## src/hdl/ieq_defs.vh

```
`ifndef IEQ_DEFS_VH
`define IEQ_DEFS_VH

// ----------------------------------------------------------------
// Code and field widths
// ----------------------------------------------------------------
`define IEQ_CODE_W 17
`define IEQ_CAUSE_W 5
`define IEQ_ESR_W 8
`define IEQ_DEPTH 16
`define IEQ_PTR_W 4
`define IEQ_CNT_W 5
`define IEQ_EXP_W 16
`define IEQ_EXP_MAX 16'h7d00

// ----------------------------------------------------------------
// Event status bit positions
// ----------------------------------------------------------------
`define IEQ_ESR_CME 5
`define IEQ_ESR_EXE 4
`define IEQ_ESR_DDE 3
`define IEQ_ESR_QYE 2

// ----------------------------------------------------------------
// Error codes, 17-bit two's complement
// ----------------------------------------------------------------
`define IEQ_NO_ERROR 17'h00000
`define IEQ_E_OVERFLOW 17'h1fea2
`define IEQ_E_CMD 17'h1ff9c
`define IEQ_E_GET 17'h1ff97
`define IEQ_E_SUFFIX 17'h1ff8e
`define IEQ_E_NUMERIC 17'h1ff88
`define IEQ_E_EXPONENT 17'h1ff85
`define IEQ_E_STRING 17'h1ff69
`define IEQ_E_EXEC 17'h1ff38
`define IEQ_E_PROTECTED 17'h1ff35
`define IEQ_E_PARAM 17'h1ff24
`define IEQ_E_CONFLICT 17'h1ff23
`define IEQ_E_RANGE 17'h1ff22
`define IEQ_E_MEMORY 17'h1ff1f
`define IEQ_E_QUESTION 17'h1ff19
`define IEQ_E_HW_FAULT 17'h1ff10
`define IEQ_E_HW_MISSING 17'h1ff0f
`define IEQ_E_PROG_NAME 17'h1fee6
`define IEQ_E_PROG_RUN 17'h1fee4
`define IEQ_E_PROG_SYNTAX 17'h1fee3
`define IEQ_E_MEM_USE 17'h1fede

// Class bounds
`define IEQ_CME_LO 17'h1ff39
`define IEQ_CME_HI 17'h1ff9c
`define IEQ_EXE_LO 17'h1fed5
`define IEQ_EXE_HI 17'h1ff38
`define IEQ_DDE_LO 17'h1fe71
`define IEQ_DDE_HI 17'h1fed4
`define IEQ_QYE_LO 17'h1fe0d
`define IEQ_QYE_HI 17'h1fe70

// ----------------------------------------------------------------
// Cause numbers on the raise port
// ----------------------------------------------------------------
`define IEQ_C_CMD 5'h00
`define IEQ_C_GET 5'h01
`define IEQ_C_SUFFIX 5'h02
`define IEQ_C_NUMERIC 5'h03
`define IEQ_C_STRING 5'h04
`define IEQ_C_EXEC 5'h05
`define IEQ_C_PROTECTED 5'h06
`define IEQ_C_PARAM 5'h07
`define IEQ_C_CONFLICT 5'h08
`define IEQ_C_RANGE 5'h09
`define IEQ_C_MEMORY 5'h0a
`define IEQ_C_QUESTION 5'h0b
`define IEQ_C_HW_FAULT 5'h0c
`define IEQ_C_HW_MISSING 5'h0d
`define IEQ_C_PROG_NAME 5'h0e
`define IEQ_C_PROG_RUN 5'h0f
`define IEQ_C_PROG_SYNTAX 5'h10
`define IEQ_C_MEM_USE 5'h11
`define IEQ_C_RAW 5'h1f

// ----------------------------------------------------------------
// Register map (APB byte addresses)
// ----------------------------------------------------------------
`define IEQ_A_RAISE 12'h000
`define IEQ_A_QUERY 12'h004
`define IEQ_A_COUNT 12'h008
`define IEQ_A_ESR 12'h00c
`define IEQ_A_CTRL 12'h010
`define IEQ_CTRL_CLS 0
`define IEQ_CTRL_ESRCLR 1
`define IEQ_RAISE_RAW 31
`define IEQ_RAISE_EXP 30
`define IEQ_EXP_LSB 5

`endif

```

## src/hdl/ieq_error_queue.v

```verilog
// Operation
// Errors leave the queue oldest first, in arrival order.
// Pushing into a full queue overwrites the newest entry with -350.
// Query on empty queue returns 0 and changes nothing.
// Clear-status empties the queue; reading the last entry empties it.
// Standard errors negative; instrument-specific errors positive.
// Queued codes -199..-100 set event status bit 5.
// Queued codes -299..-200 set event status bit 4.
// Execution checks act on rounded, evaluated values only.
// Exponent above 32000 gives -123; numeric fault -120; generic -100.
// Group execute trigger inside a message gives -105.
// Header suffix out of range gives -114.
// Bad quoted string length or character gives -151.
// Refused password-protected command gives -203.
// Parameter fault gives -220; lack of memory gives -225.
// Setting refused by current state gives -221.
// Interpreted value out of range gives -222.
// Doubtful measurement accuracy gives -231.
// Hardware fault blocking a command gives -240.
// Missing hardware gives -241.
// Invalid or unselected sequence program gives -282.
// Illegal operation on a running sequence program gives -284.
// Program definition error -285; memory or handle misuse -290.
// Device-specific class codes set event status bit 3.
// Queued codes -499..-400 set event status bit 2.
// Depth is a parameter; entries hold -899 through +32767.
`timescale 1ns/1ps
`include "ieq_defs.vh"

module ieq_error_queue #(
    parameter DEPTH = `IEQ_DEPTH,
    parameter PTR_W = `IEQ_PTR_W,
    parameter CNT_W = `IEQ_CNT_W
) (
    input wire clock,
    input wire reset,
    input wire psel,
    input wire penable,
    input wire pwrite,
    input wire [11:0] paddr,
    input wire [31:0] pwdata,
    output reg [31:0] prdata,
    output reg pready,
    output reg pslverr,
    output reg [`IEQ_ESR_W-1:0] event_status,
    output reg queue_nonempty
);

// ----------------------------------------------------------------
// Storage
// ----------------------------------------------------------------
reg [`IEQ_CODE_W-1:0] entry [0:DEPTH-1];
reg [PTR_W-1:0] head;
reg [PTR_W-1:0] tail;
reg [CNT_W-1:0] count;

wire access = psel && penable && !pready;
wire wr = access && pwrite;
wire rd = access && !pwrite;
wire raise_wr = wr && (paddr == `IEQ_A_RAISE);
wire query_rd = rd && (paddr == `IEQ_A_QUERY);
wire ctrl_wr = wr && (paddr == `IEQ_A_CTRL);
wire cls = ctrl_wr && pwdata[`IEQ_CTRL_CLS];
wire esr_clr = ctrl_wr && pwdata[`IEQ_CTRL_ESRCLR];
wire mapped = (paddr == `IEQ_A_RAISE) || (paddr == `IEQ_A_QUERY) ||
    (paddr == `IEQ_A_COUNT) || (paddr == `IEQ_A_ESR) ||
    (paddr == `IEQ_A_CTRL);

// ----------------------------------------------------------------
// Cause to code
// ----------------------------------------------------------------
wire [`IEQ_CAUSE_W-1:0] cause = pwdata[`IEQ_CAUSE_W-1:0];
wire [`IEQ_EXP_W-1:0] exp_mag =
    pwdata[`IEQ_EXP_LSB+`IEQ_EXP_W-1:`IEQ_EXP_LSB];
reg [`IEQ_CODE_W-1:0] new_code;

// Execution causes are raised by the parser only once rounding and
// evaluation are done, so range checks arrive already resolved.
always @* begin
    new_code = `IEQ_E_CMD;
    if (pwdata[`IEQ_RAISE_RAW]) begin
        new_code = pwdata[`IEQ_CODE_W-1:0];
    end else if (pwdata[`IEQ_RAISE_EXP]) begin
        if (exp_mag > `IEQ_EXP_MAX)
            new_code = `IEQ_E_EXPONENT;
        else
            new_code = `IEQ_E_NUMERIC;
    end else begin
        case (cause)
            `IEQ_C_CMD: new_code = `IEQ_E_CMD;
            `IEQ_C_GET: new_code = `IEQ_E_GET;
            `IEQ_C_SUFFIX: new_code = `IEQ_E_SUFFIX;
            `IEQ_C_NUMERIC: new_code = `IEQ_E_NUMERIC;
            `IEQ_C_STRING: new_code = `IEQ_E_STRING;
            `IEQ_C_EXEC: new_code = `IEQ_E_EXEC;
            `IEQ_C_PROTECTED: new_code = `IEQ_E_PROTECTED;
            `IEQ_C_PARAM: new_code = `IEQ_E_PARAM;
            `IEQ_C_CONFLICT: new_code = `IEQ_E_CONFLICT;
            `IEQ_C_RANGE: new_code = `IEQ_E_RANGE;
            `IEQ_C_MEMORY: new_code = `IEQ_E_MEMORY;
            `IEQ_C_QUESTION: new_code = `IEQ_E_QUESTION;
            `IEQ_C_HW_FAULT: new_code = `IEQ_E_HW_FAULT;
            `IEQ_C_HW_MISSING: new_code = `IEQ_E_HW_MISSING;
            `IEQ_C_PROG_NAME: new_code = `IEQ_E_PROG_NAME;
            `IEQ_C_PROG_RUN: new_code = `IEQ_E_PROG_RUN;
            `IEQ_C_PROG_SYNTAX: new_code = `IEQ_E_PROG_SYNTAX;
            `IEQ_C_MEM_USE: new_code = `IEQ_E_MEM_USE;
            default: new_code = `IEQ_E_CMD;
        endcase
    end
end

// ----------------------------------------------------------------
// Queue control
// ----------------------------------------------------------------
wire full = (count == DEPTH[CNT_W-1:0]);
wire empty = (count == {CNT_W{1'b0}});
wire pop = query_rd && !empty;
wire push = raise_wr && !cls;
wire [PTR_W-1:0] last = tail - {{(PTR_W-1){1'b0}}, 1'b1};
wire [`IEQ_CODE_W-1:0] stored = full ? `IEQ_E_OVERFLOW : new_code;

// Overflow replaces the newest slot, so the oldest errors survive.
always @(posedge clock or posedge reset) begin
    if (reset) begin
        head <= {PTR_W{1'b0}};
        tail <= {PTR_W{1'b0}};
        count <= {CNT_W{1'b0}};
    end else if (cls) begin
        head <= {PTR_W{1'b0}};
        tail <= {PTR_W{1'b0}};
        count <= {CNT_W{1'b0}};
    end else begin
        if (pop)
            head <= head + {{(PTR_W-1){1'b0}}, 1'b1};
        if (push && !full)
            tail <= tail + {{(PTR_W-1){1'b0}}, 1'b1};
        if (pop && !(push && !full))
            count <= count - {{(CNT_W-1){1'b0}}, 1'b1};
        else if (push && !full && !pop)
            count <= count + {{(CNT_W-1){1'b0}}, 1'b1};
    end
end

genvar gi;
generate
    for (gi = 0; gi < DEPTH; gi = gi + 1) begin : g_entry
        always @(posedge clock or posedge reset) begin
            if (reset)
                entry[gi] <= `IEQ_NO_ERROR;
            else if (push && full && last == gi)
                entry[gi] <= `IEQ_E_OVERFLOW;
            else if (push && !full && tail == gi)
                entry[gi] <= new_code;
        end
    end
endgenerate

// ----------------------------------------------------------------
// Event status
// ----------------------------------------------------------------
// The stored code decides the class, so an overflow sets bit 3.
wire cme = ($signed(stored) >= $signed(`IEQ_CME_LO)) &&
    ($signed(stored) <= $signed(`IEQ_CME_HI));
wire exe = ($signed(stored) >= $signed(`IEQ_EXE_LO)) &&
    ($signed(stored) <= $signed(`IEQ_EXE_HI));
wire dde = (($signed(stored) >= $signed(`IEQ_DDE_LO)) &&
    ($signed(stored) <= $signed(`IEQ_DDE_HI))) ||
    ($signed(stored) > $signed(`IEQ_NO_ERROR));
wire qye = ($signed(stored) >= $signed(`IEQ_QYE_LO)) &&
    ($signed(stored) <= $signed(`IEQ_QYE_HI));
reg [`IEQ_ESR_W-1:0] set_bits;

always @* begin
    set_bits = {`IEQ_ESR_W{1'b0}};
    set_bits[`IEQ_ESR_CME] = push && cme;
    set_bits[`IEQ_ESR_EXE] = push && exe;
    set_bits[`IEQ_ESR_DDE] = push && dde;
    set_bits[`IEQ_ESR_QYE] = push && qye;
end

// Set wins over a clear in the same cycle.
always @(posedge clock or posedge reset) begin
    if (reset)
        event_status <= {`IEQ_ESR_W{1'b0}};
    else if (esr_clr)
        event_status <= set_bits;
    else
        event_status <= event_status | set_bits;
end

// ----------------------------------------------------------------
// APB slave, one wait state
// ----------------------------------------------------------------
wire [`IEQ_CODE_W-1:0] head_code = empty ? `IEQ_NO_ERROR : entry[head];
reg [31:0] next_prdata;

always @* begin
    next_prdata = 32'h00000000;
    case (paddr)
        `IEQ_A_QUERY: next_prdata = {{(32-`IEQ_CODE_W){head_code[
            `IEQ_CODE_W-1]}}, head_code};
        `IEQ_A_COUNT: next_prdata = {{(32-CNT_W){1'b0}}, count};
        `IEQ_A_ESR: next_prdata = {{(32-`IEQ_ESR_W){1'b0}}, event_status};
        default: next_prdata = 32'h00000000;
    endcase
end

always @(posedge clock or posedge reset) begin
    if (reset) begin
        pready <= 1'b0;
        pslverr <= 1'b0;
        prdata <= 32'h00000000;
        queue_nonempty <= 1'b0;
    end else begin
        pready <= access;
        pslverr <= access && !mapped;
        prdata <= rd ? next_prdata : 32'h00000000;
        queue_nonempty <= !cls && ((push) || (count >
            {{(CNT_W-1){1'b0}}, pop}));
    end
end

endmodule // ieq_error_queue

```

## config.mk

```make
export PLATFORM = sky130hd
export DESIGN_NAME = ieq_error_queue
export DESIGN_NICKNAME = d
export VERILOG_FILES = /design/src/hdl/ieq_error_queue.v
export VERILOG_INCLUDE_DIRS = /design/src /design/src/hdl
export SDC_FILE = /design/constraint.sdc
export NUM_CORES = 1
export LEC_CHECK = 0
export BUFFER_PORTS_ARGS = -buffer_cell sky130_fd_sc_hd__clkbuf_2
export CAP_MARGIN = 30
export CELL_PAD_IN_SITES_DETAIL_PLACEMENT = 0
export CELL_PAD_IN_SITES_GLOBAL_PLACEMENT = 2
export CORE_ASPECT_RATIO = 0.5
export CORE_MARGIN = 8
export CORE_UTILIZATION = 42
export CTS_BUF_LIST = sky130_fd_sc_hd__clkbuf_4
export CTS_CLUSTER_DIAMETER = 100
export DETAILED_ROUTE_END_ITERATION = 6
export PLACE_DENSITY_LB_ADDON = 0.1
export SETUP_SLACK_MARGIN = 0.1
export SYNTH_ARGS = -nofsm -noshare
export SYNTH_HDL_FRONTEND = slang
export SYNTH_SLANG_ARGS = --single-unit
```

## constraint.sdc

```tcl
create_clock -name clock -period 14.9 [get_ports clock]
set_clock_uncertainty 0.1 [all_clocks]
set_input_delay 4.47 -clock clock [delete_from_list [all_inputs] [get_ports clock]]
set_output_delay 4.47 -clock clock [all_outputs]
set_load 0.01 [all_outputs]
```

# After elaboration in Yosys (flattened, before gate mapping)
# Memory sizes are Yosys's and may differ from the RTL's.
# Cells that the tools add are included.
# op_classes
bitwise_logic	2
mux	50
eq_ne	35
addsub	5
n_reduce_logical	94
magnitude_cmp	12
# ops
op	count
17-bit two-way mux	38
32-bit case mux with 3 select lines	1
17-bit binary-select mux with 4-bit select	1
4-bit == test (second input constant)	16
1-bit logical AND	57
17-bit by 10-bit greater-or-equal comparator with 1-bit output (second input constant)	3
2-bit nonzero test	18
17-bit by 10-bit <= comparator with 1-bit output (second input constant)	2
4-bit by 3-bit == test with 1-bit output (second input constant)	8
32-bit two-way mux	1
12-bit by 4-bit == test with 1-bit output (second input constant)	2
4-bit two-way mux	5
17-bit by 9-bit greater-or-equal comparator with 1-bit output (second input constant)	1
17-bit by 1-bit > comparator with 1-bit output (second input constant)	1
17-bit by 8-bit <= comparator with 1-bit output (second input constant)	1
17-bit by 9-bit <= comparator with 1-bit output (second input constant)	1
4-bit by 2-bit == test with 1-bit output (second input constant)	4
16-bit by 15-bit > comparator with 1-bit output (second input constant)	1
5-bit two-way mux	3
12-bit by 3-bit == test with 1-bit output (second input constant)	1
12-bit by 5-bit == test with 1-bit output (second input constant)	1
12-bit zero test	1
4-bit by 1-bit adder with 4-bit output (second input constant)	2
4-bit by 1-bit == test with 1-bit output (second input constant)	2
other kinds (14)	27
# word_totals
mem_bits_ro	288
memories	1
output_inout_bits	43
word_cells	223
reg_bits	328
# mem_list
memory	words	width	rd	rd_clocked_by_memory_dff	write_ports	line_no	text
(no name shown)	32	9	1	0	0	ieq_error_queue.v:89	case (cause)

# Depth between registers and ports, before layout
# Gate-level depths: netlist of the first run.
# logic_depth
depth_word	12
ltp_mapped	11
depth_no_buf	9

# Worst setup path after synthesis of the first run
# No wires, ideal clock.
# synth_timing
path_type	input to register
start	in paddr[9]
end	reg count[4]
slack_ns	8.050
t_required_ns	14.717
cell_stages	10
t_arrival_ns	6.667
setup_ns	0.083
path_cell_list	nor4_1 > nand3_1 > buf_2 > nor4_1 > ha_1 > a21o_1 > a21oi_1 > mux2i_1 > nand3_1 > o21ai_0
# synth_between
elab_chain_cells	10
word_cells_on_any_way	18
classes_between	2 x eq/ne; 2 x mux; 14 x reduce/logical
# synth_rtl
element	line_no	text
start: declaration	ieq_error_queue.v:40	input wire [11:0] paddr,
12-bit by 5-bit == test with 1-bit output (no line)	--	
1-bit logical AND	ieq_error_queue.v:62	wire ctrl_wr = wr && (paddr == `IEQ_A_CTRL);
1-bit logical AND	ieq_error_queue.v:63	wire cls = ctrl_wr && pwdata[`IEQ_CTRL_CLS];
1-bit zero test	ieq_error_queue.v:119	wire push = raise_wr && !cls;
1-bit logical AND	ieq_error_queue.v:119	
1-bit logical AND	ieq_error_queue.v:138, ieq_error_queue.v:140	
1-bit zero test	ieq_error_queue.v:138	if (pop && !(push && !full))
1-bit logical AND	ieq_error_queue.v:138	
5-bit two-way mux	ieq_error_queue.v:138	
5-bit two-way mux	ieq_error_queue.v:129	end else if (cls) begin
end signal: assignment	ieq_error_queue.v:128	count <= {CNT_W{1'b0}};
end signal: assignment	ieq_error_queue.v:132	count <= {CNT_W{1'b0}};
end signal: assignment	ieq_error_queue.v:139	count <= count - {{(CNT_W-1){1'b0}}, 1'b1};
end: declaration	ieq_error_queue.v:55	reg [CNT_W-1:0] count;
# Parallel ways exist; a longest one is shown, timed or not.
# A chain may end at the register's enable or synchronous reset.

# Worst setup path after layout of the first run
# layout_timing
start	in paddr[9]
end	reg entry[110] in the netlist's numbering
# layout_between
elab_chain_cells	8
word_cells_on_any_way	13
classes_between	1 x eq/ne; 1 x mux; 11 x reduce/logical
# layout_rtl
element	line_no	text
12-bit by 5-bit == test with 1-bit output (no line)	--	
1-bit logical AND	ieq_error_queue.v:62	
1-bit logical AND	ieq_error_queue.v:63	
1-bit zero test	ieq_error_queue.v:119	
1-bit logical AND (*)	ieq_error_queue.v:119	
1-bit logical AND (on tied branches) (2 in series)	ieq_error_queue.v:151, ieq_error_queue.v:153	
17-bit two-way mux / 2-bit nonzero test (equally long branches)	--	
end signal: indexed assignment	ieq_error_queue.v:150	entry[gi] <= `IEQ_NO_ERROR;
end signal: indexed assignment	ieq_error_queue.v:152	entry[gi] <= `IEQ_E_OVERFLOW;
end signal: indexed assignment	ieq_error_queue.v:154	entry[gi] <= new_code;
end: declaration	ieq_error_queue.v:52	reg [`IEQ_CODE_W-1:0] entry [0:DEPTH-1];
# Mark *: on every way between the ends. The rest lies on a longest branch, timed or not.

==> results of run 1 <==
==> report_power, final <==
part | switching [mW] | leakage (nW) | internal [mW] | total [mW]
clock | 0.358 | 0.576 | 0.390 | 0.748
combinational | 0.0632 | 2.92 | 0.0211 | 0.0843
sequential | 0.000178 | 4.27 | 0.839 | 0.839
total | 0.421 | 7.76 | 1.25 | 1.67
==> worst min-delay path by stage <==
| stage | endpoint | cells past startpoint | from |
|---|---|---|---|
| floorplan | entry[153]$_DFFE_PP0P_ | 2 | entry[153]$_DFFE_PP0P_ |
| global placement | entry[242]$_DFFE_PP0P_ | 2 | entry[242]$_DFFE_PP0P_ |
| detailed placement | entry[242]$_DFFE_PP0P_ | 2 | entry[242]$_DFFE_PP0P_ |
| CTS | entry[155]$_DFFE_PP0P_ | 2 | entry[155]$_DFFE_PP0P_ |
| global route | entry[159]$_DFFE_PP0P_ | 2 | entry[159]$_DFFE_PP0P_ |
| finish | entry[242]$_DFFE_PP0P_ | 2 | entry[242]$_DFFE_PP0P_ |
==> layout by cell type (no fill, tap or decap), types with 14 or more instances in the layout <==
cell	synthesis	final
buf_4	31	23
o21ai_0	79	79
a21oi_1	152	152
nor2_1	179	179
dfrtp_1	309	306
mux4_2	85	85
o211ai_1	20	20
o22a_1	31	31
ha_1	19	19
nand2_1	109	109
and2_1	20	20
clkbuf_4	0	110
o22ai_1	14	14
nor3_1	18	18
inv_1	21	20
clkbuf_2	0	78
nand3_1	45	45
nand2b_1	16	16
==> area by class of cell <==
type                            instances  area [µm²]
Fill cell                            3329       19000
Sequential cell                       309        7740
Multi-Input combinational cell        968        6950
Clock buffer                          110         826
Timing Repair Buffer                  107         703
Tap cell                              484         606
Clock inverter                         19         164
Inverter                               22        90.1
Antenna cell                            2        5.00
==> per-stage QoR <==
step	total power [mW]	instances
after detailed placement	0.938	1887
after global placement	0.936	1883
final	1.67	2021
after global routing	1.75	2021
after CTS	1.69	2016
after floorplan	0.908	1433
==> worst register-to-register path, cell delays in order (launching register included) <==
cell	delay [ns]
dfrtp_1	0.45
or3_4	0.47
or2_1	0.38
nor3_4	0.88
nand3_1	0.46
nand2_2	0.50
o22ai_1	0.16
==> sequential cells by signal, indices dropped and copies added (netlist names) <==
| register | flops |
|---|---|
| entry | 272 |
| prdata | 17 |
| count | 5 |
| event_status | 4 |
| head | 4 |
| tail | 4 |
| pready | 1 |
| pslverr | 1 |
| queue_nonempty | 1 |
==> cell families (layout without fill, tap and decap cells) <==
logic type / count (synthesis) / count (layout) / share of synthesized area [%]
simple gates: 471 / 471 / 14.8
compound gates: 369 / 369 / 14.8
flops: 309 / 309 / 50.1
buf+inv: 156 / 258 / 4.93
mux: 94 / 94 / 13.0
fa+ha+maj: 20 / 20 / 1.67
xor+xnor: 10 / 10 / 0.568
other cells: 1 / 6 / 0.0243
==> metal layers <==
metal	share of wire [%]	up-vias	GRT usage, %
li1	-	5313	-
met1	47	6195	32.9
met2	44	455	33.9
met3	7.5	74	5.20
met4	1.7	0	5.74
met5	0	-	0
==> results.tsv, run 1 <==
stage	metric	value	unit
timing	slew_headroom	31.3	%
final_layout	synthToLayoutAreaGrowth	10.8	%
critical_path	reg2reg_slack	11.31	ns
final_layout	nNetsFinal	1551	
clock_tree	clkLatencyLatePin	0.75	ns
floorplan	die_w	287	µm
placement	port-buffer-count	78	
detailed_routing	viasPerCell	5.96	
logic_synthesis	synth_area_leader_cell	dfrtp_1	
critical_path	critical_path.slowest_cell	nor3_2	
logic_synthesis	synth_edf_count	0	
critical_path	criticalPathCategory	input port to flop	
detailed_routing	num_vias	12000	
logic_synthesis	yosys_warnings	0	
critical_path	worstSetupStartpoint	paddr[9]	
logic_synthesis	synth_most_common_cell	dfrtp_1	
floorplan	floorplan.die_area	43500	µm²
power	p_leak	7.76	nW
logic_synthesis	ys_ff_latch	309	
timing	finalMaxSlewViolations	0	
logic_synthesis	synth.yosys.seq_area_share	50.1	%
logic_synthesis	synth_top_area_share	50.1	%
critical_path	crit_cells	9	
global_route	grt_pass1_vias	12200	
clock_tree	postCtsSetupBuffers	0	
critical_path	r2r-start	count[1]$_DFFE_PP0P_	
floorplan	core_area	36000	µm²
detailed_routing	ant_nets	0	
floorplan	die_h	152	µm
logic_synthesis	synth_common_cells	dfrtp_1 (309), nor2_1 (179), a21oi_1 (152), nand2_1 (109), mux4_2 (85)	
power	power_density	97.8	nW/µm²
clock_tree	clock-root-buffer	clkbuf_4	
timing	setup_slack	7.44	ns
clock_tree	clock-sinks	309	
clock_tree	ctsHtreeMaxLevel	3	
logic_synthesis	syn_inst	1430	
clock_tree	cts_hold_buffers	0	
logic_synthesis	synth-main-ff-cell	dfrtp_1	
timing	clock.fmax	0.134	GHz
critical_path	reg2reg_depth	6	
critical_path	end_kind	flop	
floorplan	rows	49	
detailed_routing	avgRoutedWirePerCell	23.9	µm
logic_synthesis	synth_cell_types	88	
critical_path	crit_chain	clkbuf_2 -> nor4_1 -> nand3_1 -> nor3_2 -> buf_4 -> and3_1 -> a31oi_1 -> nand2_1 -> o21ai_0	
global_route	antenna_found_initial	1	
critical_path	arrival	7.92	ns
timing	min_period_over_period	50.1	%
global_route	grt_pass1_wl	74700	µm
placement	placed_area	16000	µm²
critical_path	critical_path_buf_inv_count	2	
final_layout	drive_above_1_share	22.7	%
critical_path	crit_required	15.36	ns
timing	rsz0062_at_grt	no	
timing	finalSetupTns	0	ns
timing	whs	0.375	ns
logic_synthesis	synth_area	15400	µm²
detailed_routing	drtIter0Drc	1093	
final_layout	fin_area	17100	µm²
clock_tree	clock_path_buffers	3	
global_route	grt_max_degree	92	
final_layout	final_util	47.4	%
placement	gp_congestion	0.822	
power	ir_drop	0.0405	mV
critical_path	worstPathMaxFanout	23	
placement	post-place-ws	6.83	ns
critical_path	slowest_delay	0.73	ns
critical_path	r2r_end	entry[59]$_DFFE_PP0P_	
critical_path	crit_family	simple AND/OR/NAND/NOR gates	
placement	dp_hpwl	32800	µm
clock_tree	cts_resized	0	
clock_tree	cts_tree	built	
outcome	outcome	complete, no violations	
timing	worst_pin_slew	1.03	ns
job	drv_cap	0	
clock_tree	clk_pin_slew	0.06	ns
detailed_routing	drc	0	
worst_hold_path	min_path_type	flop to flop	
detailed_routing	drt_pass1_iterations	5	
timing	setup_viol	0	
floorplan	ios	92	
floorplan	initial_core_util	42.8	%
clock_tree	cts_buffers	74	
logic_synthesis	async_flop_share	100	%
timing	hold_violations	0	
critical_path	crit_path_end	entry[110]$_DFFE_PP0P_	
global_route	track_usage	22.6	%
logic_synthesis	synth_area_per_cell	10.8	µm²
global_route	gr-total-overflow	0	
detailed_routing	routed_wl	48300	µm
timing	period_needed	7.46	ns
critical_path	startpoint_type	input port	
logic_synthesis	ys_top_cells_by_area	dfrtp_1 (50%), mux4_2 (12%), a21oi_1 (4.9%)	
Note: power is estimated with default switching activity, not from simulation.
==> inputs of run 2 (changes only) <==
--- a/config.mk
+++ b/config.mk
@@ -12,7 +12,7 @@
 export CELL_PAD_IN_SITES_GLOBAL_PLACEMENT = 2
 export CORE_ASPECT_RATIO = 0.5
 export CORE_MARGIN = 8
-export CORE_UTILIZATION = 42
+export CORE_UTILIZATION = 38
 export CTS_BUF_LIST = sky130_fd_sc_hd__clkbuf_4
 export CTS_CLUSTER_DIAMETER = 100
 export DETAILED_ROUTE_END_ITERATION = 6
==> constraint.sdc (replaced) <==
create_clock -name clock -period 6 [get_ports clock]
set_clock_uncertainty 0.1 [all_clocks]
set_input_delay 1.8 -clock clock [delete_from_list [all_inputs] [get_ports clock]]
set_output_delay 1.8 -clock clock [all_outputs]
set_load 0.01 [all_outputs]
==> run 2 against run 1 <==
Compared with the run above: non-clock buffer count is 2 higher; via count shrank 0.62%; critical endpoint is now event_status[5]$_DFF_PP0_; critical path type unchanged; critical path depth up 2.
==> results.tsv, run 2 (synthesis gave the netlist of run 1 again) <==
stage	metric	value	unit	change
outcome	outcome	complete, no violations		
clock_tree	cts_hold_buffers	0		unchanged
critical_path	crit_chain	clkbuf_2 -> inv_1 -> ha_1 -> or3b_2 -> a32oi_1 -> o211a_1 -> buf_4 -> or4_4 -> o221ai_2 -> o31ai_1 -> a32o_1		
clock_tree	ctsHtreeMaxLevel	3		unchanged
global_route	gr-total-overflow	0		unchanged
timing	period_needed	4.30	ns	
global_route	antenna_found_initial	2		+1
timing	hold_violations	0		unchanged
critical_path	crit_family	compound AO/OA/AOI/OAI gates		
timing	rsz0062_at_grt	no		
global_route	grt_pass1_wl	74900	µm	+0.26%
final_layout	top_regs	entry (272), prdata (17), count (5)		
timing	setup_slack	1.70	ns	-5.74 ns
detailed_routing	drtIter0Drc	926		-15%
clock_tree	cts_buffers	76		+2.7%
clock_tree	clk_pin_slew	0.06	ns	about the same
power	p_leak	7.70	nW	-0.85%
final_layout	synthToLayoutAreaGrowth	10.3	%	
clock_tree	cts_tree	built		
floorplan	core_area	40200	µm²	+12%
placement	port-buffer-count	78		unchanged
placement	gp_congestion	0.811		-1.4%
critical_path	crit_required	6.47	ns	-8.89 ns
floorplan	rows	52		+6.1%
critical_path	critical_path.slowest_cell	or4_4		
timing	worst_pin_slew	0.989	ns	-0.0367 ns
detailed_routing	avgRoutedWirePerCell	23.8	µm	-0.64%
job	drv_cap	0		unchanged
clock_tree	postCtsSetupBuffers	0		unchanged
clock_tree	cts_resized	0		unchanged
critical_path	critical_path_buf_inv_count	3		+1
floorplan	die_w	301	µm	+4.8%
timing	min_period_over_period	71.7	%	
clock_tree	clock-sinks	309		unchanged
timing	slew_headroom	33.8	%	+2.5 points
final_layout	nNetsFinal	1555		+0.26%
critical_path	arrival	4.77	ns	-3.15 ns
critical_path	startpoint_type	input port		
final_layout	layout_common_cells	dfrtp_1 (306), nor2_1 (179), a21oi_1 (152), nand2_1 (109), clkbuf_4 (103)		
floorplan	ios	92		unchanged
detailed_routing	viasPerCell	5.78		-2.9%
critical_path	worstPathMaxFanout	13		-43%
global_route	track_usage	20.7	%	-1.9 points
timing	finalMaxSlewViolations	0		unchanged
timing	whs	0.380	ns	+0.00509 ns
final_layout	largest_reg_flops	272		unchanged
detailed_routing	num_vias	12000		-0.62%
timing	clock.fmax	0.232	GHz	
clock_tree	clock-root-buffer	clkbuf_4		
detailed_routing	routed_wl	49100	µm	+1.7%
power	ir_drop	0.0960	mV	+140%
final_layout	final_common_cell	dfrtp_1		
critical_path	criticalPathCategory	input port to flop		
worst_hold_path	min_path_type	flop to flop		
global_route	grt_max_degree	163		+77%
detailed_routing	drc	0		unchanged
timing	setup_viol	0		unchanged
placement	dp_hpwl	33500	µm	+2.1%
clock_tree	clkLatencyLatePin	0.71	ns	-0.04 ns
placement	post-place-ws	1.02	ns	-5.81 ns
critical_path	end_kind	flop		
critical_path	slowest_delay	0.54	ns	-0.19 ns
final_layout	drive_above_1_share	22.3	%	-0.34 points
floorplan	die_h	158	µm	+4.6%
global_route	grt_pass1_vias	11900		-2.2%
clock_tree	clock_path_buffers	3		unchanged
detailed_routing	drt_pass1_iterations	6		+1
final_layout	max_flop_register	entry		
detailed_routing	ant_nets	0		unchanged
floorplan	floorplan.die_area	47700	µm²	+9.7%
power	power_density	233	nW/µm²	+140%
floorplan	initial_core_util	38.4	%	-4.4 points
run 2: cell count changes in the layout (fill, tap and decap cells not counted), sizes merged:
| cell | previous run | this run |
|---|---|---|
| inv | 21 | 23 |
| clkbuf | 188 | 181 |
| bufinv | 3 | 0 |
| buf | 29 | 31 |
| diode | 2 | 1 |
| clkinv | 15 | 13 |
run 2: per-stage QoR:
stage | area (µm²) | util (%) | power [mW] | std cells | TNS (ns)
after floorplan | 15400 | - | 2.26 | 1433 | -4.00
after global placement | 16100 | 40.0 | 2.33 | 1944 | 0
after global routing | 17000 | 42.3 | 4.15 | 2068 | 0
after detailed placement | 16100 | 40.1 | 2.34 | 1947 | 0
final | 17000 | 42.3 | 3.96 | 2068 | 0
after CTS | 17000 | 42.2 | 4.01 | 2066 | 0
run 2: final cells by class:
class / count / area (µm²)
clock buffer: 103 / 773
timing repair buffer: 109 / 708
sequential: 309 / 7740
fill: 3938 / 23200
clock inverter: 16 / 73.8
inverter: 22 / 86.3
multi-input combinational: 968 / 6950
tap: 540 / 676
antenna: 1 / 2.50
run 2: power breakdown:
group	internal (mW)	switching, mW	total [mW]	leakage [nW]
Clock	0.789	0.867	1.66	0.508
Combinational	0.0554	0.160	0.216	2.92
Sequential	2.08	0.000493	2.08	4.27
run 2: final timing paths:
path / end / cells after the start / slack, ns / startpoint
worst max-delay path: event_status[5]$_DFF_PP0_ / 11 / 1.70 / pwdata[1]
worst min-delay path: entry[172]$_DFFE_PP0P_ / 2 / 0.38 / entry[172]$_DFFE_PP0P_
worst max register to register: entry[258]$_DFFE_PP0P_ / 8 / 2.52 / count[0]$_DFFE_PP0P_
worst min register to register: entry[172]$_DFFE_PP0P_ / 2 / 0.38 / entry[172]$_DFFE_PP0P_
max in group asynchronous: entry[46]$_DFFE_PP0P_ / 3 / 3.67 / reset
min in group asynchronous: entry[178]$_DFFE_PP0P_ / 2 / 0.93 / reset
run 2: metal layers:
layer | global-route usage, % | wire [µm]
met5 | 0 | 0
met3 | 4.49 | 3030
met4 | 6.09 | 995
met2 | 30.1 | 21200
met1 | 30.7 | 23900
run 2: worst reg2reg max path, stage by stage, from the launching register on:
cell	delay, ns
dfrtp_1	0.54
nand2b_1	0.34
nor2_2	0.17
nor3_2	0.48
buf_4	0.35
and4b_1	0.73
a31oi_1	0.37
nand2_1	0.18
o21ai_0	0.09
